### src/logic/pcs_pkg.sv
// Shared constants, register layouts and types of the PC Card socket block.
package pcs_pkg;

  // ********************************************************************
  // Register map and widths
  // ********************************************************************
  localparam int APB_AW = 8;
  localparam logic [7:0] ADDR_CTRL = 8'h00;
  localparam logic [7:0] ADDR_CMD = 8'h04;
  localparam logic [7:0] ADDR_STATUS = 8'h08;
  localparam logic [7:0] ADDR_RDATA = 8'h0C;
  localparam int CTRL_W = 13;
  localparam logic [CTRL_W-1:0] CTRL_RESET = 13'h0000;
  localparam logic [1:0] CLKRUN_ON = 2'h3;

  // ********************************************************************
  // Modes, card kinds and state types
  // ********************************************************************
  typedef enum logic [1:0] {MODE_MEM, MODE_IO, MODE_CARDBUS} pcs_mode_t;
  localparam logic [1:0] KIND_NONE = 2'h0;
  localparam logic [1:0] KIND_16_5V = 2'h1;
  localparam logic [1:0] KIND_16_3V = 2'h2;
  localparam logic [1:0] KIND_CARDBUS = 2'h3;
  typedef enum logic [1:0] {CYC_IDLE, CYC_SETUP, CYC_STROBE, CYC_HOLD}
    pcs_cyc_t;

  // Control register, bit 0 at the right.
  typedef struct packed {
    logic pme_enable;
    logic clock_keep;
    logic [1:0] clkrun_enable;
    logic ring_select;
    logic led_select;
    logic reset_card;
    logic iface_enable;
    logic card_power;
    logic eight_bit;
    logic spare;
    logic [1:0] mode;
  } pcs_ctrl_t;

  // Command register: one 16-bit card cycle.
  typedef struct packed {
    logic word;
    logic is_io;
    logic write;
    logic a0;
    logic [15:0] data;
  } pcs_cmd_t;
  localparam int CMD_W = 20;

  // Status register, bit 0 at the right.
  typedef struct packed {
    logic card_request;
    logic clock_stop_ok;
    logic cardbus_irq;
    logic cardbus_change;
    logic status_change;
    logic battery_dead;
    logic battery_warn;
    logic write_protect;
    logic io_wide;
    logic ready;
    logic io_irq;
    logic card_present;
    logic [1:0] card_kind;
    logic busy;
  } pcs_status_t;
  localparam int STATUS_W = 15;
  localparam int STATUS_CHANGE_BIT = 10;

  // Values the CardBus engine puts on the reused 16-bit pins.
  typedef struct packed {
    logic cad13;
    logic cad15;
    logic cad11;
    logic cgnt_n;
    logic cad10;
    logic ccbe0_n;
  } pcs_cb_pins_t;

  // ********************************************************************
  // Synchroniser lanes and timing
  // ********************************************************************
  localparam int SYNC_W = 10;
  localparam int SY_READY = 0;
  localparam int SY_WAIT = 1;
  localparam int SY_CD1 = 2;
  localparam int SY_CD2 = 3;
  localparam int SY_VS1 = 4;
  localparam int SY_VS2 = 5;
  localparam int SY_BWARN = 6;
  localparam int SY_BDEAD = 7;
  localparam int SY_WP = 8;
  localparam int SY_INACK = 9;
  localparam int CLK_NS = 8;
  localparam int SETUP_NS = 30;
  localparam int STROBE_NS = 100;
  localparam int SETUP_CYC = (SETUP_NS + CLK_NS - 1) / CLK_NS;
  localparam int STROBE_CYC = (STROBE_NS + CLK_NS - 1) / CLK_NS;
  localparam int CNT_W = 8;

endpackage

### src/logic/pcs_socket.sv
// Socket-side signalling of a single-slot PC Card / CardBus controller.
`timescale 1ns/1ps
// How it works
// - I/O read strobe low only during an I/O read cycle.
// - I/O write strobe low only during an I/O write cycle.
// - Memory mode reads the shared pin as write-protect status.
// - I/O mode uses the shared pin to size the transfer as 16-bit.
// - CardBus mode uses the shared pin as clock run when enabled.
// - Memory mode reads ready_or_irq as ready high, busy low.
// - I/O mode reads ready_or_irq as card interrupt request.
// - CardBus interrupt is active low and sensed by level.
// - Card wait extends the active strobe until released.
// - Both card_detect inputs low mean a card is seated.
// - Voltage sense and detect pins give card type and voltage.
// - card_enable_odd low selects odd bytes.
// - card_enable_even low selects even bytes.
// - Eight-bit cards use only card_enable_even, with A0 picking the byte, except an I/O word cycle the shared pin sizes as 16-bit.
// - Card reset is high to reset (low in CardBus mode), driven only when seated, powered, enabled.
// - battery_warn is warning in memory mode, speaker or LED in I/O mode.
// - battery_dead is dead status, or status change or ring wake.
// - CardBus status change can raise the power-management event.
// - input_ack ignored for 16-bit cards, card request in CardBus mode.
// - CardBus mode routes strobe and enable pins to CardBus lines.
// - Memory read enable low during a memory read cycle.
// - Memory write enable low during a memory write cycle.
module pcs_socket #(
  parameter int SETUP_COUNT = pcs_pkg::SETUP_CYC,
  parameter int STROBE_COUNT = pcs_pkg::STROBE_CYC
) (
  input wire logic pclk,
  input wire logic presetn,
  input wire logic [pcs_pkg::APB_AW-1:0] paddr,
  input wire logic psel,
  input wire logic penable,
  input wire logic pwrite,
  input wire logic [31:0] pwdata,
  output logic pready,
  output logic [31:0] prdata,
  output logic pslverr,
  output logic io_read_strobe_n,
  output logic io_write_strobe_n,
  output logic mem_read_enable_n,
  output logic mem_write_enable_n,
  output logic card_enable_even_n,
  output logic card_enable_odd_n,
  output logic card_a0,
  input wire logic [15:0] card_data_in,
  output logic [15:0] card_data_out,
  output logic card_data_oe,
  input wire logic protect_or_width,
  output logic clkrun_out_n,
  output logic clkrun_oe,
  output logic cardbus_clk_run,
  input wire logic ready_or_irq,
  input wire logic cycle_wait_n,
  input wire logic input_ack_n,
  input wire logic [1:0] card_detect_n,
  input wire logic [1:0] voltage_sense,
  input wire logic battery_warn,
  input wire logic battery_dead,
  output logic card_reset_out,
  output logic card_reset_oe,
  input wire pcs_pkg::pcs_cb_pins_t cb_pins,
  output logic card_irq,
  output logic card_speaker,
  output logic activity_led,
  output logic ring_wake,
  output logic pme_n,
  output logic card_present
);
  import pcs_pkg::*;

  // ********************************************************************
  // Decoding helpers
  // ********************************************************************

  // Card kind from the detect and voltage sense pins.
  function automatic logic [1:0] card_kind_of(input logic [1:0] cd_n,
                                              input logic [1:0] vs);
    logic [1:0] kind;
    kind = KIND_NONE;
    if (cd_n == 2'h0)
    begin
      kind = vs[0] ? KIND_16_5V : KIND_16_3V;
    end
    else if (cd_n != 2'h3 && vs != 2'h3)
    begin
      kind = KIND_CARDBUS;
    end
    return kind;
  endfunction

  // ********************************************************************
  // Declarations
  // ********************************************************************
  logic [SYNC_W-1:0] sync_a;
  logic [SYNC_W-1:0] sync_b;
  logic [SYNC_W-1:0] async_in;
  logic [SYNC_W-1:0] sync_prev;
  pcs_ctrl_t ctrl;
  pcs_cmd_t cmd;
  pcs_cyc_t state;
  pcs_status_t status;
  logic [CNT_W-1:0] cnt;
  logic [15:0] read_data;
  logic status_change;
  logic wide;
  logic wide_now;
  logic bus_write;
  logic bus_setup;
  logic addr_ok;
  logic cardbus;
  logic io_mode;
  logic mem_mode;
  logic clkrun_active;
  logic [1:0] kind;
  logic change_edge;

  // ********************************************************************
  // Input synchroniser
  // ********************************************************************

  // Asynchronous inputs in one vector.
  assign async_in = {input_ack_n, protect_or_width, battery_dead,
                     battery_warn, voltage_sense[1], voltage_sense[0],
                     card_detect_n[1], card_detect_n[0], cycle_wait_n,
                     ready_or_irq};

  // Two flip-flops per input feed the logic; a third stage delays the second for edge detection.
  always_ff @(posedge pclk or negedge presetn)
  begin
    if (!presetn)
    begin
      sync_a <= '1;
      sync_b <= '1;
      sync_prev <= '1;
    end
    else
    begin
      sync_a <= async_in;
      sync_b <= sync_a;
      sync_prev <= sync_b;
    end
  end

  // Common mode terms.
  assign cardbus = (ctrl.mode == 2'(MODE_CARDBUS));
  assign io_mode = (ctrl.mode == 2'(MODE_IO));
  assign mem_mode = !cardbus && !io_mode;
  assign kind = card_kind_of(sync_b[SY_CD2:SY_CD1],
                             sync_b[SY_VS2:SY_VS1]);
  assign clkrun_active = cardbus && (ctrl.clkrun_enable == CLKRUN_ON);
  assign change_edge = sync_prev[SY_BDEAD] && !sync_b[SY_BDEAD];
  assign wide_now = (state != CYC_SETUP) ? wide : cmd.word &&
                    (cmd.is_io ? !sync_b[SY_WP] : !ctrl.eight_bit);

  // ********************************************************************
  // APB slave
  // ********************************************************************

  // Zero-wait slave; unmapped addresses answer with an error.
  assign bus_setup = psel && !penable;
  assign bus_write = psel && penable && pwrite;
  assign addr_ok = (paddr == ADDR_CTRL) || (paddr == ADDR_CMD) ||
                   (paddr == ADDR_STATUS) || (paddr == ADDR_RDATA);
  assign pready = 1'b1;
  assign pslverr = psel && penable && !addr_ok;

  // Control register; mode moves only while idle.
  always_ff @(posedge pclk or negedge presetn)
  begin
    if (!presetn)
    begin
      ctrl <= CTRL_RESET;
    end
    else if (bus_write && paddr == ADDR_CTRL)
    begin
      ctrl <= pwdata[CTRL_W-1:0];
      if (state != CYC_IDLE || pwdata[1:0] == 2'h3)
      begin
        ctrl.mode <= ctrl.mode;
      end
    end
  end

  // Read data is registered during the setup phase.
  always_ff @(posedge pclk or negedge presetn)
  begin
    if (!presetn)
    begin
      prdata <= 32'h0000_0000;
    end
    else if (bus_setup)
    begin
      unique case (paddr)
        ADDR_CTRL: prdata <= {{(32-CTRL_W){1'b0}}, ctrl};
        ADDR_CMD: prdata <= {{(32-CMD_W){1'b0}}, cmd};
        ADDR_STATUS: prdata <= {{(32-STATUS_W){1'b0}}, status};
        ADDR_RDATA: prdata <= {16'h0000, read_data};
        default: prdata <= 32'h0000_0000;
      endcase
    end
  end

  // Status word seen by software.
  always_comb
  begin
    status = '0;
    status.busy = (state != CYC_IDLE);
    status.card_kind = kind;
    status.card_present = (kind != KIND_NONE);
    status.io_irq = io_mode && !sync_b[SY_READY];
    status.ready = mem_mode && sync_b[SY_READY];
    status.io_wide = io_mode && !sync_b[SY_WP];
    status.write_protect = mem_mode && sync_b[SY_WP];
    status.battery_warn = mem_mode && sync_b[SY_BWARN];
    status.battery_dead = mem_mode && sync_b[SY_BDEAD];
    status.status_change = status_change;
    status.cardbus_change = cardbus && sync_b[SY_BDEAD];
    status.cardbus_irq = cardbus && !sync_b[SY_READY];
    status.clock_stop_ok = clkrun_active && sync_b[SY_WP];
    status.card_request = cardbus && !sync_b[SY_INACK];
  end

  // Sticky status change; an event wins over a clear.
  always_ff @(posedge pclk or negedge presetn)
  begin
    if (!presetn)
    begin
      status_change <= 1'b0;
    end
    else if (io_mode && !ctrl.ring_select && change_edge)
    begin
      status_change <= 1'b1;
    end
    else if (bus_write && paddr == ADDR_STATUS &&
             pwdata[STATUS_CHANGE_BIT])
    begin
      status_change <= 1'b0;
    end
  end

  // ********************************************************************
  // 16-bit card cycle engine
  // ********************************************************************

  // A command write starts a cycle only when idle.
  always_ff @(posedge pclk or negedge presetn)
  begin
    if (!presetn)
    begin
      state <= CYC_IDLE;
      cnt <= '0;
      cmd <= '0;
      wide <= 1'b0;
    end
    else
    begin
      unique case (state)
        CYC_IDLE:
        begin
          if (bus_write && paddr == ADDR_CMD && !cardbus)
          begin
            cmd <= pwdata[CMD_W-1:0];
            cnt <= CNT_W'(SETUP_COUNT - 1);
            state <= CYC_SETUP;
          end
        end
        CYC_SETUP:
        begin
          wide <= wide_now;
          if (cnt == '0)
          begin
            cnt <= CNT_W'(STROBE_COUNT - 1);
            state <= CYC_STROBE;
          end
          else
          begin
            cnt <= cnt - 1'b1;
          end
        end
        CYC_STROBE:
        begin
          if (cnt != '0)
          begin
            cnt <= cnt - 1'b1;
          end
          else if (sync_b[SY_WAIT])
          begin
            state <= CYC_HOLD;
          end
        end
        CYC_HOLD:
        begin
          state <= CYC_IDLE;
        end
      endcase
    end
  end

  // Read data is taken as the strobe ends.
  always_ff @(posedge pclk or negedge presetn)
  begin
    if (!presetn)
    begin
      read_data <= 16'h0000;
    end
    else if (state == CYC_STROBE && cnt == '0 && sync_b[SY_WAIT] &&
             !cmd.write)
    begin
      read_data <= card_data_in;
    end
  end

  // ********************************************************************
  // Socket pin drive
  // ********************************************************************

  // Strobes, byte enables and address bit, or CardBus lines instead.
  always_ff @(posedge pclk or negedge presetn)
  begin
    if (!presetn)
    begin
      io_read_strobe_n <= 1'b1;
      io_write_strobe_n <= 1'b1;
      mem_read_enable_n <= 1'b1;
      mem_write_enable_n <= 1'b1;
      card_enable_even_n <= 1'b1;
      card_enable_odd_n <= 1'b1;
      card_a0 <= 1'b0;
    end
    else if (cardbus)
    begin
      io_read_strobe_n <= cb_pins.cad13;
      io_write_strobe_n <= cb_pins.cad15;
      mem_read_enable_n <= cb_pins.cad11;
      mem_write_enable_n <= cb_pins.cgnt_n;
      card_enable_odd_n <= cb_pins.cad10;
      card_enable_even_n <= cb_pins.ccbe0_n;
      card_a0 <= 1'b0;
    end
    else
    begin
      io_read_strobe_n <= !(next_strobe() && cmd.is_io &&
                            !cmd.write);
      io_write_strobe_n <= !(next_strobe() && cmd.is_io &&
                             cmd.write);
      mem_read_enable_n <= !(next_strobe() && !cmd.is_io &&
                             !cmd.write);
      mem_write_enable_n <= !(next_strobe() && !cmd.is_io &&
                              cmd.write);
      if (next_busy())
      begin
        card_enable_even_n <= !(wide_now || ctrl.eight_bit ||
                                !cmd.a0);
        card_enable_odd_n <= !(wide_now || (!ctrl.eight_bit &&
                               cmd.a0));
        card_a0 <= wide_now ? 1'b0 : cmd.a0;
      end
      else
      begin
        card_enable_even_n <= 1'b1;
        card_enable_odd_n <= 1'b1;
      end
    end
  end

  // Strobe is active for the whole strobe state of a cycle.
  function automatic logic next_strobe();
    return (state == CYC_SETUP && cnt == '0) ||
           (state == CYC_STROBE && !(cnt == '0 && sync_b[SY_WAIT]));
  endfunction

  // Enables cover setup after its first cycle, strobe and hold.
  function automatic logic next_busy();
    return (state == CYC_SETUP) || (state == CYC_STROBE);
  endfunction

  // Write data drives the bus for a write cycle.
  always_ff @(posedge pclk or negedge presetn)
  begin
    if (!presetn)
    begin
      card_data_out <= 16'h0000;
      card_data_oe <= 1'b0;
    end
    else
    begin
      card_data_out <= cmd.data;
      card_data_oe <= !cardbus && cmd.write && next_busy();
    end
  end

  // Card reset is driven only for a seated, powered, enabled card.
  always_ff @(posedge pclk or negedge presetn)
  begin
    if (!presetn)
    begin
      card_reset_out <= 1'b0;
      card_reset_oe <= 1'b0;
    end
    else
    begin
      card_reset_out <= cardbus ? !ctrl.reset_card : ctrl.reset_card;
      card_reset_oe <= (kind != KIND_NONE) && ctrl.card_power &&
                       ctrl.iface_enable;
    end
  end

  // Clock run: the block pulls the pin low to keep the clock going.
  always_ff @(posedge pclk or negedge presetn)
  begin
    if (!presetn)
    begin
      clkrun_out_n <= 1'b1;
      clkrun_oe <= 1'b0;
      cardbus_clk_run <= 1'b1;
    end
    else
    begin
      clkrun_out_n <= 1'b0;
      clkrun_oe <= clkrun_active && ctrl.clock_keep;
      cardbus_clk_run <= !clkrun_active || ctrl.clock_keep ||
                         !sync_b[SY_WP];
    end
  end

  // Card events to the host.
  always_ff @(posedge pclk or negedge presetn)
  begin
    if (!presetn)
    begin
      card_irq <= 1'b0;
      card_speaker <= 1'b0;
      activity_led <= 1'b0;
      ring_wake <= 1'b0;
      pme_n <= 1'b1;
      card_present <= 1'b0;
    end
    else
    begin
      card_irq <= (io_mode || cardbus) &&
                  !sync_b[SY_READY];
      card_speaker <= io_mode && !ctrl.led_select &&
                      !sync_b[SY_BWARN];
      activity_led <= io_mode && ctrl.led_select &&
                      !sync_b[SY_BWARN];
      ring_wake <= io_mode && ctrl.ring_select &&
                   !sync_b[SY_BDEAD];
      pme_n <= !(cardbus && ctrl.pme_enable &&
                 sync_b[SY_BDEAD]);
      card_present <= (kind != KIND_NONE);
    end
  end

endmodule // pcs_socket

### config.mk
export PLATFORM = sky130hd
export DESIGN_NAME = pcs_socket
export DESIGN_NICKNAME = d
export VERILOG_FILES = /design/src/logic/pcs_pkg.sv /design/src/logic/pcs_socket.sv
export SDC_FILE = /design/constraint.sdc
export NUM_CORES = 1
export LEC_CHECK = 0
export BUFFER_PORTS_ARGS = -buffer_cell sky130_fd_sc_hd__clkbuf_2
export CAP_MARGIN = 40
export CORE_AREA = 8 8 140 103
export CTS_CLUSTER_DIAMETER = 120
export CTS_CLUSTER_SIZE = 28
export DETAILED_ROUTE_END_ITERATION = 8
export DIE_AREA = 0 0 148 111
export HOLD_SLACK_MARGIN = 0.12
export PLACE_DENSITY = 0.76
export SYNTH_ARGS = -nofsm -noshare
export SYNTH_HDL_FRONTEND = slang
export SYNTH_SLANG_ARGS = --single-unit
export TNS_END_PERCENT = 100
### constraint.sdc
create_clock -name pclk -period 7.1 [get_ports pclk]
set_clock_uncertainty 0.2 [all_clocks]
set_input_delay 0 -clock pclk [delete_from_list [all_inputs] [get_ports pclk]]
set_output_delay 0 -clock pclk [all_outputs]
set_load 0.02 [all_outputs]
# Word level (Yosys, flattened, before mapping)
# Index checks and enable logic that the tools add are counted.
[classes]
n_reduce_logical = 104
n_eq_ne = 18
muxes = 29
bitwise_logic = 1
add_sub_neg = 1
[op_table]
columns = ["operator", "n"]
rows = [
  ["$pmux 20 s4", 1],
  ["$logic_and 1x1->1", 53],
  ["$logic_not 1->1", 25],
  ["$mux 8", 3],
  ["$pmux 8 s3", 1],
  ["$eq 8x4->1 const B", 2],
  ["$logic_not 8->1", 2],
  ["$mux 1", 16],
  ["$mux 2", 7],
  ["$ne 2x2->1 const B", 7],
  ["$logic_or 1x1->1", 12],
  ["$eq 2x2->1 const B", 5],
  ["$eq 8x3->1 const B", 1],
  ["$pmux 2 s4", 1],
  ["$reduce_bool 2->1", 4],
  ["$reduce_bool 8->1", 1],
  ["$sub 8x1->8 const B", 1],
  ["$eq 2x1->1 const B", 2],
  ["$logic_not 2->1", 2],
  ["$reduce_and 2->1", 2],
  ["$reduce_and 4->1", 1],
  ["$reduce_and 3->1", 1],
  ["$reduce_bool 3->1", 1],
  ["$ne 2x1->1 const B", 1],
  ["$not 1->1", 1],
]
[word_totals]
output_inout_bits = 69
register_bits = 156
elab_cells = 198
input_bits = 77

# Depth between registers and ports, before layout
# Gate-level depths: netlist of run 1.
[depth]
word_depth = 9
ltp_mapped = 8
depth_no_buf = 6

# Worst setup path before layout of run 1
# OpenSTA, ideal clock, no wires.
[synth_timing]
path_type = "flip-flop to flip-flop"
startpoint = "register cnt[0]"
endpoint = "register read_data[10]"
setup_time_ps = 125
synth_period_minus_slack_ps = 2362
n_path_buf = 2
arrival_time_ps = 2037
slack_ps = 4738
path_stages_with_launch = 9
required_time_ps = 6775
path_cell_list = "dfrtp_1 inv_1 ha_1 nor3b_4 nand3_2 or3b_1 buf_2 buf_6 mux2_4"
[synth_between]
elab_chain_len = 4
[synth_lines]
columns = ["item", "line_no", "text"]
rows = [
  ["start, declared", "pcs_socket.sv:104", "logic [CNT_W-1:0] cnt;"],
  ["start signal, assigned", "pcs_socket.sv:265", "cnt <= CNT_W'(SETUP_COUNT - 1);"],
  ["start signal, assigned", "pcs_socket.sv:274", "cnt <= CNT_W'(STROBE_COUNT - 1);"],
  ["start signal, assigned", "pcs_socket.sv:279", "cnt <= cnt - 1'b1;"],
  ["$logic_not 8->1", "pcs_socket.sv:308", "else if (state == CYC_STROBE && cnt == '0 && sync_b[SY_WAIT] &&"],
  ["$logic_and 1x1->1 (3 in series)", "pcs_socket.sv:308", ""],
  ["end signal, assigned", "pcs_socket.sv:311", "read_data <= card_data_in;"],
  ["end, declared", "pcs_socket.sv:105", "logic [15:0] read_data;"],
]
# No other way between the ends.
# A chain may end at the register's enable or synchronous reset.

# Worst setup path after layout of run 1
[layout_timing]
startpoint = "register cnt[2]"
endpoint = "register read_data[5]"
# The elaborated chain is that of the path after synthesis.

==> metrics.csv, run 1 <==
metric;value;unit
grt_pass1_vias;4888;
synth.yosys.seq_area_share;60.1;%
grt_first_pass_wirelength;26400;um
holdWs;0.130;ns
synthTopCellsByArea;dfrtp_1 46%, dfstp_2 14%, mux2_2 8.8%, mux2_4 2.6%, ha_1 2.0%;
path_cells;nor4_4, nand3_2, or3b_1, buf_16, mux2_4;
post-place-ws;4.32;ns
yosysMostFrequentCell;dfrtp_1;
synth_edf_count;0;
min_path_type;primary input to flip-flop;
place_hpwl;10500;um
drt_iter0_drc;341;
place.gp.congestion;0.850;
grt_max_degree;64;
min_period;2.89;ns
synth_area_per_cell;13.4;um2
post-route-period-util;40.7;%
gr-total-overflow;0;
synth_flop_cell;dfrtp_1;
io_pins;146;
setup_viol;0;
insertion_delay;0.42;ns
synth.yosys.warnings;0;
initial_utilization;47.4;%
fin_area;7970;um2
outcome;finished clean;
powerDensity;304;nW/um2
drc;0;
synth_top_area_share;46.5;%
slew_headroom;48.4;%
cts_tree;built;
cts_setup_buffers;0;
async_reset_ff_share;100;%
die_h;111;um
syn_area;5760;um2
dr.pass1.iters;6;
diodes;0;
rows;34;
dieArea;16400;um2
cp_slowest_cell;nor4_4;
cp.required;7.20;ns
synth_common_cells;107 x dfrtp_1, 45 x mux2_2, 30 x dfstp_2;
numCtsBuffers;17;
path_clk_slew;0.06;ns
viasPerCell;5.45;
clock-sinks;137;
yosysTopAreaCell;dfrtp_1;
grt_setup_unrepaired;no;
fmax;346;MHz
maxSlewViolCount;0;
dieWidth;148;um
final_layout_size_suffix_gt1_share;39.6;%
fin_tns_setup;0;ns
synth-seq-cells;137;
io_buffers;120;
wl_per_cell;19.7;um
worst_path_dominant_cell_family;simple AND/OR/NAND/NOR gates;
antenna_found_initial;0;
peakVddDrop;0.170;mV
endpoint_kind;flip-flop;
finalHoldViolCount;0;
syn2layout_area_growth;38.2;%
critical_path_buf_inv_count;1;
synthCells;429;
arrival;2.99;ns
clockBufferDepth;2;
crit_type;flip-flop to flip-flop;
synth_cell_type_count;60;
power_leakage;3.92;nW
ant_nets;0;
fin_ws;4.21;ns
final_nets;727;
cp_max_fo;11;
worstMarginPinSlew;0.765;ns
start_kind;flip-flop;
cts-root-buf;clkbuf_16;
cpPeakStageDelay;0.66;ns
wirelength;16100;um
route.vias.total;4448;
core_area;12200;um2
cts_htree_levels;4;
dpl_cell_area;6560;um2
drv_cap;0;
track_usage;20.5;%
## registers in the layout (all words and copies together) (netlist names), 2 cells and up
register	count
card_data_out	16
cmd	20
cnt	8
ctrl	13
prdata	20
read_data	16
state	2
sync_a	10
sync_b	10
## through the flow
step / utilization [%] / instances / power [mW]
floorplan: - / 441 / 1.34
detailed placement: 53.9 / 703 / 1.49
finish: 65.5 / 816 / 2.42
global route: 65.5 / 816 / 2.52
global placement: 53.2 / 699 / 1.45
CTS: 65.5 / 816 / 2.42
## final timing paths
path / from / endpoint / slack (ns) / depth (start not counted)
worst max-delay path: cnt[2]$_DFFE_PN0P_ / read_data[5]$_DFFE_PN0P_ / 4.21 / 5
worst min-delay path: card_data_in[4] / read_data[4]$_DFFE_PN0P_ / 0.13 / 3
worst max register to register: cnt[2]$_DFFE_PN0P_ / read_data[5]$_DFFE_PN0P_ / 4.21 / 5
worst min register to register: sync_a[1]$_DFF_PN1_ / sync_b[1]$_DFF_PN1_ / 0.16 / 0
max in group asynchronous: presetn / sync_a[2]$_DFF_PN1_ / 5.43 / 5
min in group asynchronous: presetn / pme_n$_DFF_PN1_ / 0.53 / 3
## placed cells by master (no fill, tap or decap), types with 4 or more instances in the layout
cell           instances
a22o_1                 4
a21o_1                 5
and2_1                 6
dfstp_2               30
ha_1                   9
a32oi_1                5
dfrtp_1              107
nand4_1                4
clkinv_4               4
nand3_1                8
buf_4                  4
nor2_1                16
a21oi_1               10
inv_1                 18
nand2_1               22
clkbuf_2             119
dlygate4sd3_1         80
mux2_1                 8
a221o_1                6
o21ai_0               10
conb_1                14
clkbuf_16             17
mux4_2                 4
mux2_4                10
nor2b_1                6
inv_8                  5
a31oi_1                6
a22oi_1                8
and3_1                 5
mux2_2                45
## worst min-delay path, delay by kind of cell
kind	cells	cell delay [ns]
buffers and inverters	2	0.61
muxes	1	0.10
## power by group
group	total (mW)	switching, mW	internal (mW)
logic	0.592	0.325	0.267
registers	0.963	0.0791	0.884
clock network	0.865	0.368	0.497
## cell type report
class,count,area (um2)
Timing Repair Buffer,209,1540
Clock buffer,17,425
Fill cell,891,4200
Sequential cell,137,3470
Inverter,18,67.6
Clock inverter,15,161
Multi-Input combinational cell,258,2100
Tap cell,162,203
## what timing repair did
item                                   in CTS  in global routing
hold buffers                               81                  0
gates resized for setup                     0                  0
endpoints found under the hold margin     154                  0
## layer usage
metal	up-vias	GRT usage, %	part of all wire (%)
met2	212	33.1	49
met1	2237	24.9	42
met5	-	0	0
li1	1955	-	-
met3	44	5.83	7.0
met4	0	9.76	2.7
## logic make-up after synthesis
logic type / share of synthesized area (%)
AO/OA/AOI/OAI: 9.81
XOR/XNOR: 0.152
adder cells (fa/ha/maj): 1.95
buffers and inverters: 4.12
flip-flops: 60.1
multiplexers: 14.7
other: 0.130
AND/OR/NAND/NOR: 8.99
Power figures use the tool's default switching activity.
==> run 2, diff against run 1 <==
clock period = 2.9 ns   (was 7.1 ns; I/O delays follow)
==> metrics.csv, run 2 (synthesis gave the netlist of run 1 again) <==
metric;value;unit;change
crit_type;primary input to flip-flop;;
insertion_delay;0.41;ns;about the same
worstHoldStart;cb_pins[3];;
wl_per_cell;19.4;um;-1.4%
min_path_type;primary input to flip-flop;;
p_int;4.22;mW;+160%
rows;34;;unchanged
place.gp.congestion;0.822;;-3.3%
place_hpwl;10600;um;+1.2%
power_frac_clock;36.6;%;+0.9 points
startpoint;paddr[0];;
cp.required;3.04;ns;-4.16 ns
dieWidth;148;um;unchanged
core_area;12200;um2;unchanged
drv_cap;0;;unchanged
cts-root-buf;clkbuf_16;;
clockBufferDepth;2;;unchanged
cts_tree;built;;
power_leakage;3.95;nW;+0.82%
route.vias.total;4416;;-0.72%
cts_htree_levels;4;;unchanged
diodes;0;;unchanged
dpl_cell_area;6580;um2;+0.29%
seqPwrFrac;39.4;%;-0.4 points
io_buffers;120;;unchanged
reg_top3;cmd x20, prdata x20;;
cpPeakStageDelay;0.64;ns;-0.02 ns
grt_max_degree;59;;-7.8%
fin_area;8010;um2;+0.58%
drt_iter0_drc;262;;-23%
dr.pass1.iters;5;;-1
crit_top_cell;dlygate4sd3_1;;
viasPerCell;5.38;;-1.3%
regToRegStartpoint;cnt[0]$_DFFE_PN0P_;;
final_nets;732;;+0.69%
path_cells;dlygate4sd3_1, clkbuf_2, nor4_2, dlygate4sd3_1, buf_4, nand3_1, dlygate4sd3_1, a211oi_2, mux2i_1;;
holdWs;0.138;ns;+0.00867 ns
fin_tns_setup;0;ns;unchanged
slew_headroom;56.4;%;+8.0 points
clock-sinks;137;;unchanged
post-route-period-util;92.9;%;
final_layout_size_suffix_gt1_share;40.2;%;+0.61 points
final_common_cell;clkbuf_2;;
die_h;111;um;unchanged
power_frac_comb;24.0;%;-0.5 points
track_usage;20.0;%;-0.45 points
maxSlewViolCount;0;;unchanged
critical_path_buf_inv_count;5;;+4
numCtsBuffers;17;;unchanged
drc;0;;unchanged
p_sw;1.74;mW;+130%
wirelength;16000;um;-0.80%
grt_pass1_vias;4814;;-1.5%
dieArea;16400;um2;unchanged
final_cell_mix;119 x clkbuf_2, 107 x dfrtp_1, 80 x dlygate4sd3_1;;
worstMarginPinSlew;0.647;ns;-0.119 ns
path_clk_slew;0.06;ns;about the same
fmax;371;MHz;
min_period;2.70;ns;
grt_first_pass_wirelength;25900;um;-2.0%
outcome;finished clean;;
start_kind;primary input;;
peakVddDrop;0.570;mV;+240%
setup_viol;0;;unchanged
gr-total-overflow;0;;unchanged
grt_setup_unrepaired;no;;
io_pins;146;;unchanged
initial_utilization;47.4;%;unchanged
syn2layout_area_growth;39.0;%;
powerDensity;743;nW/um2;+140%
finalHoldViolCount;0;;unchanged
endpoint_kind;flip-flop;;
antenna_found_initial;0;;unchanged
arrival;2.83;ns;-0.16 ns
cp_slowest_cell;dlygate4sd3_1;;
switching_share;29.2;%;-2.7 points
cp_max_fo;8;;-3
ant_nets;0;;unchanged
worst_path_dominant_cell_family;buffers and inverters;;
## run 2: changes by cell type in the layout (fill, tap and decap cells not counted), sizes merged
cell	previous run	this run
inv	25	19
buf	10	15
clkbuf	136	141
bufinv	1	2
## run 2: worst paths after layout
kind                                                to  slack (ns)  cells after the start
setup / recovery                  state[1]$_DFFE_PN0P_        0.20                      9
hold / removal             mem_read_enable_n$_DFF_PN1_        0.14                      4
setup reg to reg              read_data[4]$_DFFE_PN0P_        0.33                      7
hold reg to reg                    sync_b[3]$_DFF_PN1_        0.15                      0
max in group asynchronous          sync_b[8]$_DFF_PN1_        1.52                      4
min in group asynchronous          sync_a[7]$_DFF_PN1_        0.51                      3
## run 2: power groups by stage
stage          combinational, mW  sequential (mW)  clock (mW)
2_1_floorplan              0.933             2.35           0
3_3_place_gp                1.23             2.35           0
3_5_place_dp                1.31             2.37           0
4_1_cts                     1.40             2.34        2.20
5_1_grt                     1.55             2.37        2.28
6_report                    1.43             2.35        2.18
## run 2: timing repair
| action | in CTS | in global routing |
|---|---|---|
| endpoints found under the setup margin | 0 | 2 |
| buffers inserted | 0 | 0 |
| endpoints found under the hold margin | 211 | 0 |
| resized for setup | 0 | 1 |
| hold buffers | 81 | 0 |
## run 2: metrics by stage
stage / worst slack (ns) / std cells / power (mW) / utilization (%)
floorplan: 0.538 / 441 / 3.28 / -
finish: 0.205 / 821 / 5.96 / 65.9
CTS: 0.159 / 821 / 5.95 / 65.8
global placement: 0.482 / 707 / 3.58 / 53.9
detailed placement: 0.381 / 708 / 3.67 / 54.1
global route: 0.0316 / 821 / 6.21 / 65.9
## run 2: per-layer routing
metal / track usage (%) / up-vias / routed length, um
li1: - / 1967 / -
met3: 4.93 / 38 / 1110
met4: 10.1 / 0 / 459
met2: 32.0 / 199 / 7670
met1: 24.9 / 2212 / 6720
met5: 0 / - / 0
## run 2: cell type report
class,count,area [um2]
Tap cell,162,203
Clock buffer,22,494
Clock inverter,10,115
Timing Repair Buffer,214,1560
Inverter,18,67.6
Sequential cell,137,3470
Fill cell,871,4150
Multi-Input combinational cell,258,2110
## run 2: worst reg2reg max path, cell delays in order (launching register included)
cell,delay (ns)
dfrtp_1,0.43
inv_1,0.12
ha_1,0.16
nor3b_4,0.38
nand3_2,0.17
or3b_1,0.39
buf_4,0.25
mux2_1,0.35
